**src/afcd_pkg.sv**
```systemverilog
// Constants, encodings and carrier types for the ASCII frame checker and decoder.
package afcd_pkg;

	// Control and other fixed characters of the framing.
	localparam logic [7:0] AFCD_CH_SOH  = 8'h01;
	localparam logic [7:0] AFCD_CH_ETX  = 8'h03;
	localparam logic [7:0] AFCD_CH_ENQ  = 8'h05;
	localparam logic [7:0] AFCD_CH_NAK  = 8'h15;
	localparam logic [7:0] AFCD_CH_SP   = 8'h20;
	localparam logic [7:0] AFCD_CH_NINE = 8'h39;

	// Communication error codes, as the monitor reports them (74 and 75 decimal).
	localparam logic [7:0] AFCD_ERR_FORMAT  = 8'h4a;
	localparam logic [7:0] AFCD_ERR_COMMAND = 8'h4b;
	localparam logic [7:0] AFCD_ERR_RESET   = 8'h00;

	// Byte positions inside a request frame.
	localparam logic [3:0] AFCD_POS_FIRST    = 4'h1;
	localparam logic [3:0] AFCD_POS_ENQ      = 4'h3;
	localparam logic [3:0] AFCD_POS_CMD      = 4'h4;
	localparam logic [3:0] AFCD_POS_LAST     = 4'hf;
	localparam logic [3:0] AFCD_ETX_STD      = 4'hd;
	localparam logic [3:0] AFCD_ETX_OPT_SEL  = 4'h9;
	localparam logic [3:0] AFCD_ETX_OPT_POLL = 4'h5;
	localparam logic [3:0] AFCD_DATA_STD     = 4'h9;
	localparam logic [3:0] AFCD_DATA_OPT     = 4'h5;

	// Frame lengths in bytes.
	localparam logic [4:0] AFCD_LEN_STD      = 5'h10;
	localparam logic [4:0] AFCD_LEN_OPT_SEL  = 5'h08;
	localparam logic [4:0] AFCD_LEN_OPT_POLL = 5'h0c;

	// Transmit buffer shape.
	localparam int AFCD_FIFO_WIDTH = 8;
	localparam int AFCD_FIFO_DEPTH = 8;

	// Receive and reply sequencer states.
	typedef enum logic [4:0] {
		AFCD_ST_IDLE = 5'b00001,
		AFCD_ST_RECV = 5'b00010,
		AFCD_ST_BCC1 = 5'b00100,
		AFCD_ST_BCC2 = 5'b01000,
		AFCD_ST_SEND = 5'b10000
	} afcd_state_e;

	// Frame class that a command letter belongs to.
	typedef enum logic [1:0] {
		AFCD_CK_UNKNOWN  = 2'h0,
		AFCD_CK_STD      = 2'h1,
		AFCD_CK_OPT_SEL  = 2'h2,
		AFCD_CK_OPT_POLL = 2'h3
	} afcd_kind_e;

	// Decoded command handed to the execution logic.
	typedef struct packed {
		logic [7:0]  letter;
		afcd_kind_e  kind;
		logic [4:0]  reply_len;
		logic [23:0] fields;
		logic [15:0] data;
		logic        fast_write;
		logic        alarm_reset;
		logic        broadcast;
	} afcd_cmd_s;

endpackage

```
**src/afcd_core.sv**
```systemverilog
// Request frame checker, command decoder and negative-acknowledgment builder.
`timescale 1ns/1ps
// Function
// - No ETX by position 15: stay silent
// - Reply length follows the recognised command
// - Missing ENQ: 16-byte NAK, code 74
// - Missing ETX: 8/12-byte short NAK on short frames, 16-byte NAK on R, W, A, E, code 74
// - Unknown command letter: 16-byte NAK, code 75
// - NAK header fields may hold anything
// - Standard frame carries R, W, A, E
// - A writes fast, no completion wait
// - Short frame carries lowercase command set
// - Lowercase data keeps its parameter's format
// - Data is four hex digits, MSB first
// - Negative data is two's complement
// - Hex letters are uppercase only
// - Write acknowledgment data is don't-care
// - Checksum: byte sum after SOH, two digits
// - SOH 01h, ETX 03h, NAK 15h
// - Station is two decimal digits, tens 0-3
// - Broadcast 99 executes without reply
module afcd_core
	import afcd_pkg::*;
(
	input  wire logic        core_clk,
	input  wire logic        rst_n,
	input  wire logic        rx_valid,
	input  wire logic [7:0]  rx_data,
	input  wire logic [15:0] station_id,
	output logic             cmd_valid,
	output afcd_cmd_s        cmd,
	output logic [7:0]       comm_error_code_monitor,
	output logic             tx_valid,
	input  wire logic        tx_ready,
	output logic [7:0]       tx_data
);

	afcd_state_e state_r;
	logic [3:0]  pos_r;
	logic [7:0]  acc_r;
	logic [15:0] st_r;
	logic [7:0]  letter_r;
	afcd_kind_e  kind_r;
	logic [23:0] fld_r;
	logic [15:0] data_r;
	logic        enq_bad_r;
	logic        digit_bad_r;
	logic [3:0]  etx_pos_r;
	logic [3:0]  bcc_hi_r;
	logic [4:0]  tx_pos_r;
	logic [4:0]  nak_len_r;
	logic [7:0]  nak_code_r;
	logic [7:0]  tx_acc_r;
	logic        push;
	logic        fifo_ready;
	logic [7:0]  nak_byte;

	////////////////////////////////////////////////////////////////////////
	// Helpers.

	// Uppercase hex digit to nibble; bit 4 flags a legal digit.
	function automatic logic [4:0] hex_val(input logic [7:0] c);
		logic [4:0] r;
		r = 5'h00;
		if (c >= 8'h30 && c <= AFCD_CH_NINE)
			r = {1'b1, c[3:0]};
		else if (c >= 8'h41 && c <= 8'h46)
			r = {1'b1, c[3:0] + 4'h9};
		return r;
	endfunction

	// Nibble to uppercase ASCII hex digit.
	function automatic logic [7:0] hex_chr(input logic [3:0] n);
		return (n < 4'ha) ? {4'h3, n} : {4'h4, n - 4'h9};
	endfunction

	// Frame class of a command letter.
	function automatic afcd_kind_e kind_of(input logic [7:0] c);
		afcd_kind_e k;
		k = AFCD_CK_UNKNOWN;
		case (c)
			8'h52, 8'h57, 8'h41, 8'h45: k = AFCD_CK_STD;
			8'h61, 8'h65, 8'h66, 8'h6d: k = AFCD_CK_OPT_SEL;
			8'h67, 8'h68, 8'h69, 8'h6a, 8'h6b: k = AFCD_CK_OPT_POLL;
			default: k = AFCD_CK_UNKNOWN;
		endcase
		return k;
	endfunction

	// Expected ETX position of a frame class.
	function automatic logic [3:0] etx_of(input afcd_kind_e k);
		return (k == AFCD_CK_OPT_SEL) ? AFCD_ETX_OPT_SEL :
		       (k == AFCD_CK_OPT_POLL) ? AFCD_ETX_OPT_POLL : AFCD_ETX_STD;
	endfunction

	// Frame length of a frame class; unknown letters answer in standard form.
	function automatic logic [4:0] len_of(input afcd_kind_e k);
		return (k == AFCD_CK_OPT_SEL) ? AFCD_LEN_OPT_SEL :
		       (k == AFCD_CK_OPT_POLL) ? AFCD_LEN_OPT_POLL : AFCD_LEN_STD;
	endfunction

	////////////////////////////////////////////////////////////////////////
	// Verdict on a complete frame, taken when the second checksum digit lands.

	logic [4:0]  bcc_lo;
	logic        csum_ok;
	logic        bcast;
	logic        addr_ok;
	logic        etx_bad;
	logic        fmt_err;
	logic        cmd_err;
	logic        verdict;

	assign bcc_lo  = hex_val(rx_data);
	assign csum_ok = bcc_lo[4] && {bcc_hi_r, bcc_lo[3:0]} == acc_r;
	assign bcast   = st_r == {AFCD_CH_NINE, AFCD_CH_NINE};
	// The broadcast address lies outside the tens range, so it must skip the range test.
	assign addr_ok = bcast || (st_r == station_id
		&& st_r[15:8] >= 8'h30 && st_r[15:8] <= 8'h33
		&& st_r[7:0] >= 8'h30 && st_r[7:0] <= AFCD_CH_NINE);
	assign etx_bad = etx_pos_r != etx_of(kind_r);
	assign cmd_err = !enq_bad_r && kind_r == AFCD_CK_UNKNOWN;
	assign fmt_err = enq_bad_r || (!cmd_err && (etx_bad || digit_bad_r));
	// A frame with a bad checksum or a foreign address is dropped silently.
	assign verdict = state_r == AFCD_ST_BCC2 && rx_valid && csum_ok && addr_ok;

	////////////////////////////////////////////////////////////////////////
	// Sequencer: hunts for SOH, walks the frame, then sends any NAK.

	always_ff @(posedge core_clk)
	begin
		if (!rst_n)
		begin
			state_r <= AFCD_ST_IDLE;
			pos_r   <= '0;
		end
		else
		begin
			case (state_r)
				AFCD_ST_IDLE:
					if (rx_valid && rx_data == AFCD_CH_SOH)
					begin
						state_r <= AFCD_ST_RECV;
						pos_r   <= AFCD_POS_FIRST;
					end
				AFCD_ST_RECV:
					if (rx_valid)
					begin
						if (rx_data == AFCD_CH_SOH)
							pos_r <= AFCD_POS_FIRST;
						else if (rx_data == AFCD_CH_ETX && pos_r > AFCD_POS_CMD)
							state_r <= AFCD_ST_BCC1;
						else if (pos_r == AFCD_POS_LAST)
							state_r <= AFCD_ST_IDLE;
						else
							pos_r <= pos_r + 4'h1;
					end
				AFCD_ST_BCC1:
					if (rx_valid)
						state_r <= AFCD_ST_BCC2;
				AFCD_ST_BCC2:
					if (rx_valid)
						state_r <= (verdict && (fmt_err || cmd_err) && !bcast) ? AFCD_ST_SEND : AFCD_ST_IDLE;
				AFCD_ST_SEND:
					if (push && tx_pos_r == nak_len_r - 5'h1)
						state_r <= AFCD_ST_IDLE;
				default:
					state_r <= AFCD_ST_IDLE;
			endcase
		end
	end

	// Checksum accumulator: cleared at SOH, summed through ETX inclusive.
	always_ff @(posedge core_clk)
	begin
		if (!rst_n)
			acc_r <= '0;
		else if (rx_valid && rx_data == AFCD_CH_SOH && (state_r == AFCD_ST_IDLE || state_r == AFCD_ST_RECV))
			acc_r <= '0;
		else if (rx_valid && state_r == AFCD_ST_RECV)
			acc_r <= acc_r + rx_data;
	end

	// Field capture and format checks while the frame streams in.
	always_ff @(posedge core_clk)
	begin
		if (!rst_n)
		begin
			st_r        <= '0;
			letter_r    <= '0;
			kind_r      <= AFCD_CK_UNKNOWN;
			fld_r       <= '0;
			data_r      <= '0;
			enq_bad_r   <= 1'b0;
			digit_bad_r <= 1'b0;
			etx_pos_r   <= '0;
			bcc_hi_r    <= '0;
		end
		else if (rx_valid && state_r == AFCD_ST_IDLE)
		begin
			enq_bad_r   <= 1'b0;
			digit_bad_r <= 1'b0;
		end
		else if (rx_valid && state_r == AFCD_ST_RECV)
		begin
			if (rx_data == AFCD_CH_SOH)
			begin
				enq_bad_r   <= 1'b0;
				digit_bad_r <= 1'b0;
			end
			else if (rx_data == AFCD_CH_ETX && pos_r > AFCD_POS_CMD)
				etx_pos_r <= pos_r;
			else if (pos_r < AFCD_POS_ENQ)
				st_r <= {st_r[7:0], rx_data};
			else if (pos_r == AFCD_POS_ENQ)
				enq_bad_r <= rx_data != AFCD_CH_ENQ;
			else if (pos_r == AFCD_POS_CMD)
			begin
				letter_r <= rx_data;
				kind_r   <= kind_of(rx_data);
			end
			else if (kind_r == AFCD_CK_STD && pos_r < AFCD_POS_CMD + 4'h4)
				fld_r <= {fld_r[15:0], rx_data};
			// Data digits shift in MSB first; the word is kept as raw bits so
			// signed values stay in two's complement and each lowercase letter
			// keeps the numeric format of the parameter it stands for.
			else if (pos_r >= ((kind_r == AFCD_CK_STD) ? AFCD_DATA_STD : AFCD_DATA_OPT)
				&& pos_r < ((kind_r == AFCD_CK_STD) ? AFCD_ETX_STD : AFCD_ETX_OPT_SEL))
			begin
				data_r <= {data_r[11:0], hex_val(rx_data)[3:0]};
				if (!hex_val(rx_data)[4])
					digit_bad_r <= 1'b1;
			end
		end
		else if (rx_valid && state_r == AFCD_ST_BCC1)
			bcc_hi_r <= hex_val(rx_data)[3:0];
	end

	////////////////////////////////////////////////////////////////////////
	// Command hand-off and error-code latch.

	// Good frames pulse cmd_valid; broadcasts execute too, they only lose the reply.
	// The positive reply is left to the execution side, whose write data may be anything.
	always_ff @(posedge core_clk)
	begin
		if (!rst_n)
		begin
			cmd_valid <= 1'b0;
			cmd       <= '0;
		end
		else
		begin
			cmd_valid <= verdict && !fmt_err && !cmd_err;
			if (verdict && !fmt_err && !cmd_err)
			begin
				cmd.letter      <= letter_r;
				cmd.kind        <= kind_r;
				cmd.reply_len   <= len_of(kind_r);
				cmd.fields      <= fld_r;
				cmd.data        <= data_r;
				cmd.fast_write  <= letter_r == 8'h41;
				cmd.alarm_reset <= letter_r == 8'h45 || letter_r == 8'h6d;
				cmd.broadcast   <= bcast;
			end
		end
	end

	// Holds the newest error so a later monitor read returns it.
	always_ff @(posedge core_clk)
	begin
		if (!rst_n)
			comm_error_code_monitor <= AFCD_ERR_RESET;
		else if (verdict && (fmt_err || cmd_err))
			comm_error_code_monitor <= cmd_err ? AFCD_ERR_COMMAND : AFCD_ERR_FORMAT;
	end

	////////////////////////////////////////////////////////////////////////
	// NAK builder; the FIFO's ready stalls it byte by byte.

	// ENQ and unknown-letter errors use the 16-byte form; ETX errors on short
	// commands use the short form of their class.
	always_ff @(posedge core_clk)
	begin
		if (!rst_n)
		begin
			nak_len_r  <= AFCD_LEN_STD;
			nak_code_r <= AFCD_ERR_RESET;
		end
		else if (verdict)
		begin
			nak_len_r  <= (enq_bad_r || cmd_err) ? AFCD_LEN_STD : len_of(kind_r);
			nak_code_r <= cmd_err ? AFCD_ERR_COMMAND : AFCD_ERR_FORMAT;
		end
	end

	// Header fields of the long form echo those of the last standard-letter frame, since they carry no meaning.
	always_comb
	begin
		nak_byte = AFCD_CH_SP;
		if (tx_pos_r == 5'h0)
			nak_byte = AFCD_CH_SOH;
		else if (tx_pos_r == 5'h1)
			nak_byte = st_r[15:8];
		else if (tx_pos_r == 5'h2)
			nak_byte = st_r[7:0];
		else if (tx_pos_r == 5'h3)
			nak_byte = AFCD_CH_NAK;
		else if (tx_pos_r == 5'h4)
			nak_byte = letter_r;
		else if (tx_pos_r == nak_len_r - 5'h3)
			nak_byte = AFCD_CH_ETX;
		else if (tx_pos_r == nak_len_r - 5'h2)
			nak_byte = hex_chr(tx_acc_r[7:4]);
		else if (tx_pos_r == nak_len_r - 5'h1)
			nak_byte = hex_chr(tx_acc_r[3:0]);
		else if (tx_pos_r == nak_len_r - 5'h5)
			nak_byte = hex_chr(nak_code_r[7:4]);
		else if (tx_pos_r == nak_len_r - 5'h4)
			nak_byte = hex_chr(nak_code_r[3:0]);
		else if (nak_len_r == AFCD_LEN_STD && tx_pos_r < 5'h8)
			nak_byte = fld_r[8'(23 - 8 * (tx_pos_r - 5'h5)) -: 8];
	end

	assign push = state_r == AFCD_ST_SEND && fifo_ready;

	// Byte index and running checksum of the outgoing frame.
	always_ff @(posedge core_clk)
	begin
		if (!rst_n || state_r != AFCD_ST_SEND)
		begin
			tx_pos_r <= '0;
			tx_acc_r <= '0;
		end
		else if (push)
		begin
			tx_pos_r <= tx_pos_r + 5'h1;
			if (tx_pos_r != 5'h0 && tx_pos_r < nak_len_r - 5'h2)
				tx_acc_r <= tx_acc_r + nak_byte;
		end
	end

	afcd_fifo #(
		.WIDTH (AFCD_FIFO_WIDTH),
		.DEPTH (AFCD_FIFO_DEPTH)
	) u_tx_fifo (
		.core_clk  (core_clk),
		.rst_n     (rst_n),
		.in_valid  (state_r == AFCD_ST_SEND),
		.in_ready  (fifo_ready),
		.in_data   (nak_byte),
		.out_valid (tx_valid),
		.out_ready (tx_ready),
		.out_data  (tx_data)
	);

	////////////////////////////////////////////////////////////////////////
	// Checks.

	a_etx_timeout: assert property (@(posedge core_clk) disable iff (!rst_n)
		state_r == AFCD_ST_RECV && rx_valid && pos_r == AFCD_POS_LAST && rx_data != AFCD_CH_ETX
		&& rx_data != AFCD_CH_SOH |=> state_r == AFCD_ST_IDLE)
		else $error("frame without ETX was not abandoned");
	a_reply_len: assert property (@(posedge core_clk) disable iff (!rst_n)
		cmd_valid |-> cmd.reply_len == len_of(cmd.kind))
		else $error("reply length does not match command class");
	a_enq_nak: assert property (@(posedge core_clk) disable iff (!rst_n)
		verdict && enq_bad_r |=> nak_len_r == AFCD_LEN_STD && nak_code_r == AFCD_ERR_FORMAT)
		else $error("ENQ error did not give long format NAK");
	a_etx_nak: assert property (@(posedge core_clk) disable iff (!rst_n)
		verdict && !enq_bad_r && !cmd_err && etx_bad && kind_r == AFCD_CK_OPT_SEL
		|=> nak_len_r == AFCD_LEN_OPT_SEL && comm_error_code_monitor == AFCD_ERR_FORMAT)
		else $error("ETX error on selecting did not give short NAK");
	a_cmd_nak: assert property (@(posedge core_clk) disable iff (!rst_n)
		verdict && cmd_err |=> nak_code_r == AFCD_ERR_COMMAND && !cmd_valid)
		else $error("unknown command not rejected with code 75");
	a_bcast_quiet: assert property (@(posedge core_clk) disable iff (!rst_n)
		state_r == AFCD_ST_BCC2 && rx_valid && bcast |=> state_r == AFCD_ST_IDLE)
		else $error("broadcast frame produced a reply");
	a_nak_frame: assert property (@(posedge core_clk) disable iff (!rst_n)
		push && tx_pos_r == 5'h3 |-> nak_byte == AFCD_CH_NAK ##1 tx_pos_r == 5'h4)
		else $error("NAK character misplaced");
	a_tx_csum: assert property (@(posedge core_clk) disable iff (!rst_n)
		push && tx_pos_r == nak_len_r - 5'h1 |-> nak_byte == hex_chr(tx_acc_r[3:0])
		##1 state_r == AFCD_ST_IDLE)
		else $error("NAK checksum or frame end wrong");
	a_acc_clear: assert property (@(posedge core_clk) disable iff (!rst_n)
		state_r == AFCD_ST_IDLE && rx_valid && rx_data == AFCD_CH_SOH |=> acc_r == 8'h00)
		else $error("checksum accumulator not cleared at SOH");
	a_err_latch: assert property (@(posedge core_clk) disable iff (!rst_n)
		verdict && fmt_err && !cmd_err |=> comm_error_code_monitor == AFCD_ERR_FORMAT)
		else $error("format error code not latched");

endmodule // afcd_core

```
**src/afcd_fifo.sv**
```systemverilog
// Shift-register FIFO whose head entry and flags are all flip-flops.
`timescale 1ns/1ps
module afcd_fifo #(
	parameter int WIDTH = 8,
	parameter int DEPTH = 8
) (
	input  wire logic             core_clk,
	input  wire logic             rst_n,
	input  wire logic             in_valid,
	output logic                  in_ready,
	input  wire logic [WIDTH-1:0] in_data,
	output logic                  out_valid,
	input  wire logic             out_ready,
	output logic      [WIDTH-1:0] out_data
);

	localparam int CW = $clog2(DEPTH + 1);

	logic [WIDTH-1:0] mem_r [DEPTH];
	logic [CW-1:0]    cnt_r;
	logic [CW-1:0]    cnt_nxt;
	logic             push;
	logic             pop;

	assign push = in_valid && in_ready;
	assign pop  = out_valid && out_ready;
	assign out_data = mem_r[0];

	// Occupancy; ready and valid are registered so they never glitch on the ports.
	always_comb
	begin
		cnt_nxt = cnt_r;
		if (push && !pop)
			cnt_nxt = cnt_r + CW'(1);
		else if (pop && !push)
			cnt_nxt = cnt_r - CW'(1);
	end

	always_ff @(posedge core_clk)
	begin
		if (!rst_n)
		begin
			cnt_r     <= '0;
			in_ready  <= 1'b1;
			out_valid <= 1'b0;
		end
		else
		begin
			cnt_r     <= cnt_nxt;
			in_ready  <= cnt_nxt != CW'(DEPTH);
			out_valid <= cnt_nxt != '0;
		end
	end

	// Each slot shifts toward the head on a pop and takes new data at the tail.
	genvar gi;
	generate
		for (gi = 0; gi < DEPTH; gi++)
		begin : g_slot
			always_ff @(posedge core_clk)
			begin
				if (push && CW'(gi) == (pop ? cnt_r - CW'(1) : cnt_r))
					mem_r[gi] <= in_data;
				else if (pop && gi < DEPTH - 1)
					mem_r[gi] <= mem_r[(gi < DEPTH - 1) ? gi + 1 : gi];
			end
		end
	endgenerate

endmodule // afcd_fifo

```
**config.mk**
```make
export PLATFORM = sky130hd
export DESIGN_NAME = afcd_core
export DESIGN_NICKNAME = d
export VERILOG_FILES = /design/src/afcd_pkg.sv /design/src/afcd_core.sv /design/src/afcd_fifo.sv
export SDC_FILE = /design/constraint.sdc
export NUM_CORES = 1
export LEC_CHECK = 0
export ABC_AREA = 1
export BUFFER_PORTS_ARGS = -buffer_cell sky130_fd_sc_hd__buf_4
export CAP_MARGIN = 20
export CORE_MARGIN = 5
export CORE_UTILIZATION = 29
export DETAILED_ROUTE_END_ITERATION = 10
export GPL_TIMING_DRIVEN = 0
export PLACE_DENSITY = 0.5
export SETUP_SLACK_MARGIN = 0.05
export SYNTH_ARGS = -nofsm -noshare
export SYNTH_HDL_FRONTEND = slang
export SYNTH_HIERARCHICAL = 1
export SYNTH_SLANG_ARGS = --single-unit
```
**constraint.sdc**
```tcl
create_clock -name core_clk -period 7 [get_ports core_clk]
set_input_delay 0 -clock core_clk [delete_from_list [all_inputs] [get_ports core_clk]]
set_output_delay 0 -clock core_clk [all_outputs]
set_load 0.02 [all_outputs]
```
=== After elaboration in Yosys (flattened, before gate mapping) ===
Memory sizes are Yosys's and may differ from the RTL's.
Index checks and enable logic that the tools add are counted.

* Add/subtract/negate cells: 18
* Order comparisons: 19
* Shift-type cells: 1
* Muxes and demuxes: 105
* Bitwise operators: 16
* Reduce and logical (&&, ||, !) cells: 78
* Equal/unequal tests: 68

{| class="wikitable"
|+ Operators by type and width
! operator !! number
|-
| 2-to-1 mux 8 bit || 18
|-
| == test 8 x 7 -> 1 bit, second input constant || 16
|-
| 2-to-1 mux 5 bit || 24
|-
| 2-to-1 mux 1 bit || 44
|-
| 2-to-1 mux 4 bit || 11
|-
| logical AND 1 bit || 39
|-
| indexed part select 31 x 9 -> 8 bit || 1
|-
| 2-to-1 mux 7 bit || 4
|-
| == test 5 bit || 5
|-
| case mux 5 bit (5 select lines) || 1
|-
| greater-or-equal comparator 8 x 6 -> 1 bit, second input constant || 3
|-
| <= comparator 8 x 6 -> 1 bit, second input constant || 3
|-
| != test 2 bit, second input constant || 12
|-
| < comparator 4 bit, second input constant || 5
|-
| adder 8 bit || 2
|-
| == test 16 x 14 -> 1 bit, second input constant || 1
|-
| == test 16 bit || 1
|-
| == test 3 x 4 -> 1 bit, first input constant || 4
|-
| AND reduction 8 bit || 2
|-
| subtractor 4 bit, second input constant || 4
|-
| == test 5 x 2 -> 1 bit, second input constant || 3
|-
| subtractor 5 x 3 -> 5 bit, second input constant || 3
|-
| AND reduction 7 bit || 2
|-
| == test 5 x 1 -> 1 bit, second input constant || 2
|-
| 54 further kinds || 95
|}

* Memories kept: 1
* Bits in writable memories: 64
* Register bits: 192
* Output and inout port bits: 76

{| class="wikitable"
|+ Memories
! memory !! depth !! bits a word !! rd ports !! clocked after Yosys merged registers in !! write ports !! line !! text
|-
| u_tx_fifo.mem_r || 8 || 8 || 8 || 0 || 8 || afcd_fifo.sv:19 || <nowiki>logic [WIDTH-1:0] mem_r [DEPTH];</nowiki>
|}

=== Logic depth before layout (Yosys ltp) ===
* Word-level depth: 22
* Depth in mapped cells: 30

=== By module ===
Netlist, hierarchy kept.

{| class="wikitable"
|+ By module, submodules not included
! module !! times used !! area each (um2) !! cells each
|-
| afcd_core || 1 || 9545.4 || 1433
|-
| afcd_fifo || 1 || 3549.7 || 348
|}

=== Worst setup path before layout ===
Ideal clock, no wire load.

* Kind: register -> register
* Start point: reg nak_len_r[3]
* End point: reg tx_acc_r[6]
* Path buffers: 0
* Arrival time: 3.645 ns
* Setup slack: 3.281 ns
* Data required time: 6.926 ns
* Cell stages (with the launch flop): 28
* Clock period less this slack: 3.719 ns
* Cells stage by stage: dfxtp_1 -> inv_1 -> ha_1 -> xnor2_1 -> ha_1 -> inv_1 -> nor2_1 -> nand2_1 -> nor2_1 -> inv_1 -> nand2_1 -> o21ai_0 -> nand2_1 -> nand2_1 -> nand2_1 -> nand2_1 -> nand2_1 -> nand2_1 -> nand2_1 -> ha_1 -> inv_1 -> fa_1 -> o21ai_0 -> a21oi_1 -> inv_1 -> a21oi_1 -> or2_2 -> a31oi_1

* Longest elaborated chain between the ends: 14

{| class="wikitable"
|+ RTL lines
! item !! line !! text
|-
| start, declared || afcd_core.sv:51 || <nowiki>logic [4:0] nak_len_r;</nowiki>
|-
| start signal, assigned || afcd_core.sv:291 || <nowiki>nak_len_r <= (enq_bad_r || cmd_err) ? AFCD_LEN_STD : len_of(kind_r);</nowiki>
|-
| parallel branches: the longest is 7 deep, another holds subtractor 5 x 3 -> 5 bit || - ||
|-
| 2-to-1 mux 8 bit * || afcd_core.sv:310 || <nowiki>else if (tx_pos_r == nak_len_r - 5'h3)</nowiki>
|-
| 2-to-1 mux 8 bit * || afcd_core.sv:308 || <nowiki>else if (tx_pos_r == 5'h4)</nowiki>
|-
| 2-to-1 mux 8 bit * || afcd_core.sv:306 || <nowiki>else if (tx_pos_r == 5'h3)</nowiki>
|-
| 2-to-1 mux 8 bit * || afcd_core.sv:304 || <nowiki>else if (tx_pos_r == 5'h2)</nowiki>
|-
| 2-to-1 mux 8 bit * || afcd_core.sv:302 || <nowiki>else if (tx_pos_r == 5'h1)</nowiki>
|-
| 2-to-1 mux 8 bit * || afcd_core.sv:300 || <nowiki>if (tx_pos_r == 5'h0)</nowiki>
|-
| net nak_byte[0] || afcd_core.sv:56 || <nowiki>logic [7:0] nak_byte;</nowiki>
|-
| adder 8 bit * || afcd_core.sv:338 || <nowiki>tx_acc_r <= tx_acc_r + nak_byte;</nowiki>
|-
| end signal, assigned || afcd_core.sv:338 ||
|-
| end, declared || afcd_core.sv:53 || <nowiki>logic [7:0] tx_acc_r;</nowiki>
|}

Mark *: on every way through the listed nets, which the timed path passes.
A chain may end at the register's enable or synchronous reset.

=== Final worst setup path ===
* Start point: reg tx_pos_r[0]
* End point: reg tx_acc_r[7]

* Longest elaborated chain between the ends: 15

{| class="wikitable"
|+ RTL lines
! item !! line !! text
|-
| start, declared || afcd_core.sv:50 || <nowiki>logic [4:0] tx_pos_r;</nowiki>
|-
| start signal, assigned || afcd_core.sv:336 || <nowiki>tx_pos_r <= tx_pos_r + 5'h1;</nowiki>
|-
| subtractor 5 x 3 -> 5 bit || afcd_core.sv:321 || <nowiki>nak_byte = fld_r[8'(23 - 8 * (tx_pos_r - 5'h5)) -: 8];</nowiki>
|-
| subtractor 6 x 8 -> 8 bit || afcd_core.sv:321 ||
|-
| indexed part select 31 x 9 -> 8 bit || afcd_core.sv:321 ||
|-
| 2-to-1 mux 8 bit || afcd_core.sv:320 || <nowiki>else if (nak_len_r == AFCD_LEN_STD && tx_pos_r < 5'h8)</nowiki>
|-
| 2-to-1 mux 8 bit || afcd_core.sv:318 || <nowiki>else if (tx_pos_r == nak_len_r - 5'h4)</nowiki>
|-
| 2-to-1 mux 8 bit || afcd_core.sv:316 || <nowiki>else if (tx_pos_r == nak_len_r - 5'h5)</nowiki>
|-
| 2-to-1 mux 8 bit || afcd_core.sv:314 || <nowiki>else if (tx_pos_r == nak_len_r - 5'h1)</nowiki>
|-
| 2-to-1 mux 8 bit || afcd_core.sv:312 || <nowiki>else if (tx_pos_r == nak_len_r - 5'h2)</nowiki>
|-
| 2-to-1 mux 8 bit || afcd_core.sv:310 ||
|-
| 2-to-1 mux 8 bit || afcd_core.sv:308 ||
|-
| 2-to-1 mux 8 bit || afcd_core.sv:306 ||
|-
| 2-to-1 mux 8 bit || afcd_core.sv:304 ||
|-
| 2-to-1 mux 8 bit || afcd_core.sv:302 ||
|-
| 2-to-1 mux 8 bit * || afcd_core.sv:300 ||
|-
| net nak_byte[6] || afcd_core.sv:56 ||
|-
| adder 8 bit * || afcd_core.sv:338 ||
|}

Mark *: on every way through the listed nets, which the timed path passes. The rest lies on a longest branch.

==> flow_metrics.py <==
metrics = {
    "timing": {
        "setup_tns_ps": 0,
        "worst_pin_slew_ps": 978,
        "min_period_ps": 4870,
        "fin_skew_ps": 14.4,
        "slew_headroom": 0.348,
        "fmax_mhz": 205,
        "finalSetupViolCount": 0,
        "layout_worst_path_cycle_share": 0.696,
        "rsz0062_at_grt": "false",
        "timing_hold_violations_final": 0,
        "slew_viol_final": 0,
    },
    "layout": {
        "diodes": 0,
        "drive_gt1_frac": 0.126,
        "final_nets": 2000,
        "areaGrowthSynthToFinish_pct": 20.1,
        "final_util": 0.354,
    },
    "yosys": {
        "synth-edff-count": 64,
        "synth_common_cells": "nand2_1, nor2_1, inv_1",
        "ys.flop_type": "dfxtp_1",
        "synth_most_common_cell": "nand2_1",
        "yosysSeqAreaShare": 0.416,
        "synthArstFlopShare": 0,
        "synth_area_leader_cell": "dfxtp_1",
        "synth-seq-cells": 240,
        "ys_types": 56,
        "avgSynthCellArea_um2": 7.35,
        "yosysWarnings": 6,
        "synth_area_leaders": "dfxtp_1, edfxtp_1, nand2_1",
        "synth_top_area_frac": 0.269,
        "netlist_area_um2": 13100,
        "synth_cells": 1781,
    },
    "floorplanning": {
        "die_w_um": 222,
        "num_rows": 77,
        "dieArea_um2": 49500,
        "die_h_um": 222,
        "core_um2": 44400,
        "boundaryPins": 104,
        "start_util": 0.295,
    },
    "clock_network": {
        "insertion_delay_ps": 550,
        "numCtsBuffers": 28,
        "clockRootBuffer": "clkbuf_16",
        "clkSinkCount": 240,
        "cts.repair.resized": 0,
        "path_clk_slew_ps": 60,
        "cts_tree": "yes",
        "h-tree-depth": 1,
        "cts_buffer_depth": 3,
    },
    "min_path": {
        "holdPathEnd": "u_tx_fifo/cnt_r[0]",
        "hold_depth": 6,
        "hold_class": "primary input to flip-flop",
        "min_from": "tx_ready",
    },
    "critical_path": {
        "r2r-end": "tx_acc_r[7]",
        "crit_type": "flip-flop to flip-flop",
        "crit_fanout": 10,
        "start_kind": "flip-flop",
        "cp.arrival_ps": 5350,
        "reg2regPathDepth": 23,
        "worstReg2RegStart": "tx_pos_r[0]",
        "endpoint_kind": "flip-flop",
        "reg2reg_slack_ps": 2130,
        "cp.required_ps": 7480,
    },
    "routing": {
        "final_antenna_net_count": 0,
        "drt-total-wl_um": 39100,
        "vias_per_cell": 4.73,
        "wl_per_cell_um": 15.4,
        "dr_total_vias": 12015,
        "drt_iter0_markers": 702,
        "firstDrtPassIters": 6,
        "drc": 0,
    },
    "global_routing": {
        "grt.overflow.total": 0,
        "antenna_found_initial": 0,
        "first_global_vias": 11682,
        "grt_pass1_wl_um": 62000,
        "grt_start_max_net_pins": 14,
        "track_usage": 0.152,
    },
    "place": {
        "place_congestion": 0.938,
        "hpwlAfterDp_um": 30100,
        "io_buffers": 97,
    },
    "pwr": {
        "peakVddDrop_mv": 0.159,
        "clockPowerShare": 0.410,
        "seq_power_share": 0.413,
        "leakagePower_nw": 6.84,
        "comb_power_share": 0.176,
        "switching_share": 0.281,
        "internal_power_w": 0.00277,
        "powerDensity_nw_per_um2": 245,
        "p_sw_w": 0.00109,
    },
    "flow_run": {
        "drv_cap": 0,
    },
    "status": {
        "run_status": "finished clean",
    },
}
==> kinds of logic after synthesis <==
| logic type | Yosys count | synth area share |
|---|---|---|
| adders and majority gates | 46 | 0.0451 |
| buffers and inverters | 276 | 0.0900 |
| and+or+nand+nor | 882 | 0.304 |
| xor gates and xnor gates | 20 | 0.0148 |
| other | 1 | 0.000286 |
| AOI/OAI and AO/OA | 316 | 0.130 |
| DFF | 240 | 0.416 |
==> cell usage in the layout (no fill, tap or decap), drive strengths merged, types with 3 or more instances in the layout <==
cell type	instances
nand3	160
o21ai	147
a31oi	8
bufinv	4
conb	6
xor2	12
inv	195
clkinv	6
o211ai	6
o21a	3
a21oi	132
xnor2	8
nand4	20
ha	44
nand2	419
buf	141
clkbuf	81
nor4	4
a211oi	11
dlygate4sd3	10
or2	9
nor2	228
nand3b	16
nor3	18
edfxtp	64
dfxtp	176
==> how the worst max path moves through the flow <==
stage                 start           to  slack (ps)  cells after the start
2_1_floorplan  nak_len_r[3]  tx_acc_r[6]        3280                     27
3_3_place_gp    tx_pos_r[0]  tx_acc_r[7]        2130                     26
3_5_place_dp   nak_len_r[3]  tx_acc_r[7]        2130                     25
4_1_cts         tx_pos_r[0]  tx_acc_r[7]        2120                     28
5_1_grt         tx_pos_r[0]  tx_acc_r[6]        1650                     25
6_report        tx_pos_r[0]  tx_acc_r[7]        2130                     23
==> area by class of cell <==
cell class / count / area [um2]
inverters: 197 / 744
plain buffers: 79 / 434
well taps: 592 / 741
multi-input cells: 1270 / 6490
flip-flops and latches: 240 / 5450
repair buffers: 110 / 851
clock inverters: 9 / 151
clock buffers: 43 / 870
fillers: 4659 / 28700
==> power groups by stage <==
stage | Combinational, W | Sequential [W] | Clock (W)
floorplan | 0.000514 | 0.00161 | 0
global placement | 0.000670 | 0.00162 | 0
detailed placement | 0.000681 | 0.00163 | 0
CTS | 0.000688 | 0.00160 | 0.00163
global route | 0.000759 | 0.00161 | 0.00169
finish | 0.000680 | 0.00160 | 0.00158
==> per-layer routing <==
metal  wire length, um  vias up  global-route usage
met2             19300      218               0.272
met5                 0        -                   0
met4               665        0              0.0320
met1             17500     5616               0.198
met3              1600       56              0.0179
li1                  -     6125                   -
==> flip-flops by register name, summed over array words and instances, names as in the netlist, 8 cells and up <==
| signal | flops |
|---|---|
| u_tx_fifo/mem_r | 64 |
| cmd | 56 |
| fld_r | 24 |
| data_r | 16 |
| st_r | 16 |
| acc_r | 8 |
| letter_r | 8 |
| tx_acc_r | 8 |
==> stage by stage <==
stage	hold slack [ps]	total power, W	worst slack, ps	cells	cell area [um2]
3_5_place_dp	242	0.00231	2130	2475	14600
3_3_place_gp	239	0.00229	2130	2475	14600
2_1_floorplan	91.1	0.00213	3280	1786	13100
4_1_cts	6.98	0.00391	2120	2537	15700
6_report	25.7	0.00386	2130	2540	15700
5_1_grt	82.8	0.00405	1650	2540	15700
==> worst max-delay path, stage by stage, from the launching register on <==
cell and delay (ps):
dfxtp_1 390, clkinv_1 310, ha_1 400, clkbuf_1 240, clkbuf_1 380, a21oi_1 130
a221oi_1 350, nand2_1 110, nand2_1 80, nand2_1 60, nand2_1 60, nand2_1 50
o21ai_0 110, a21oi_1 110, nor2_1 660, ha_1 410, a21oi_1 140, o21ai_0 90
a31oi_1 250, inv_1 70, nand3_1 110, nand3_1 70, nor2b_1 130, nor2_1 90
==> timing repair <==
| action | 4_1_cts | 5_1_grt |
|---|---|---|
| endpoints found under the hold margin | 36 | 0 |
| hold buffers | 10 | 0 |
| buffers inserted | 0 | 0 |
Note: power is estimated with default switching activity, not from simulation.
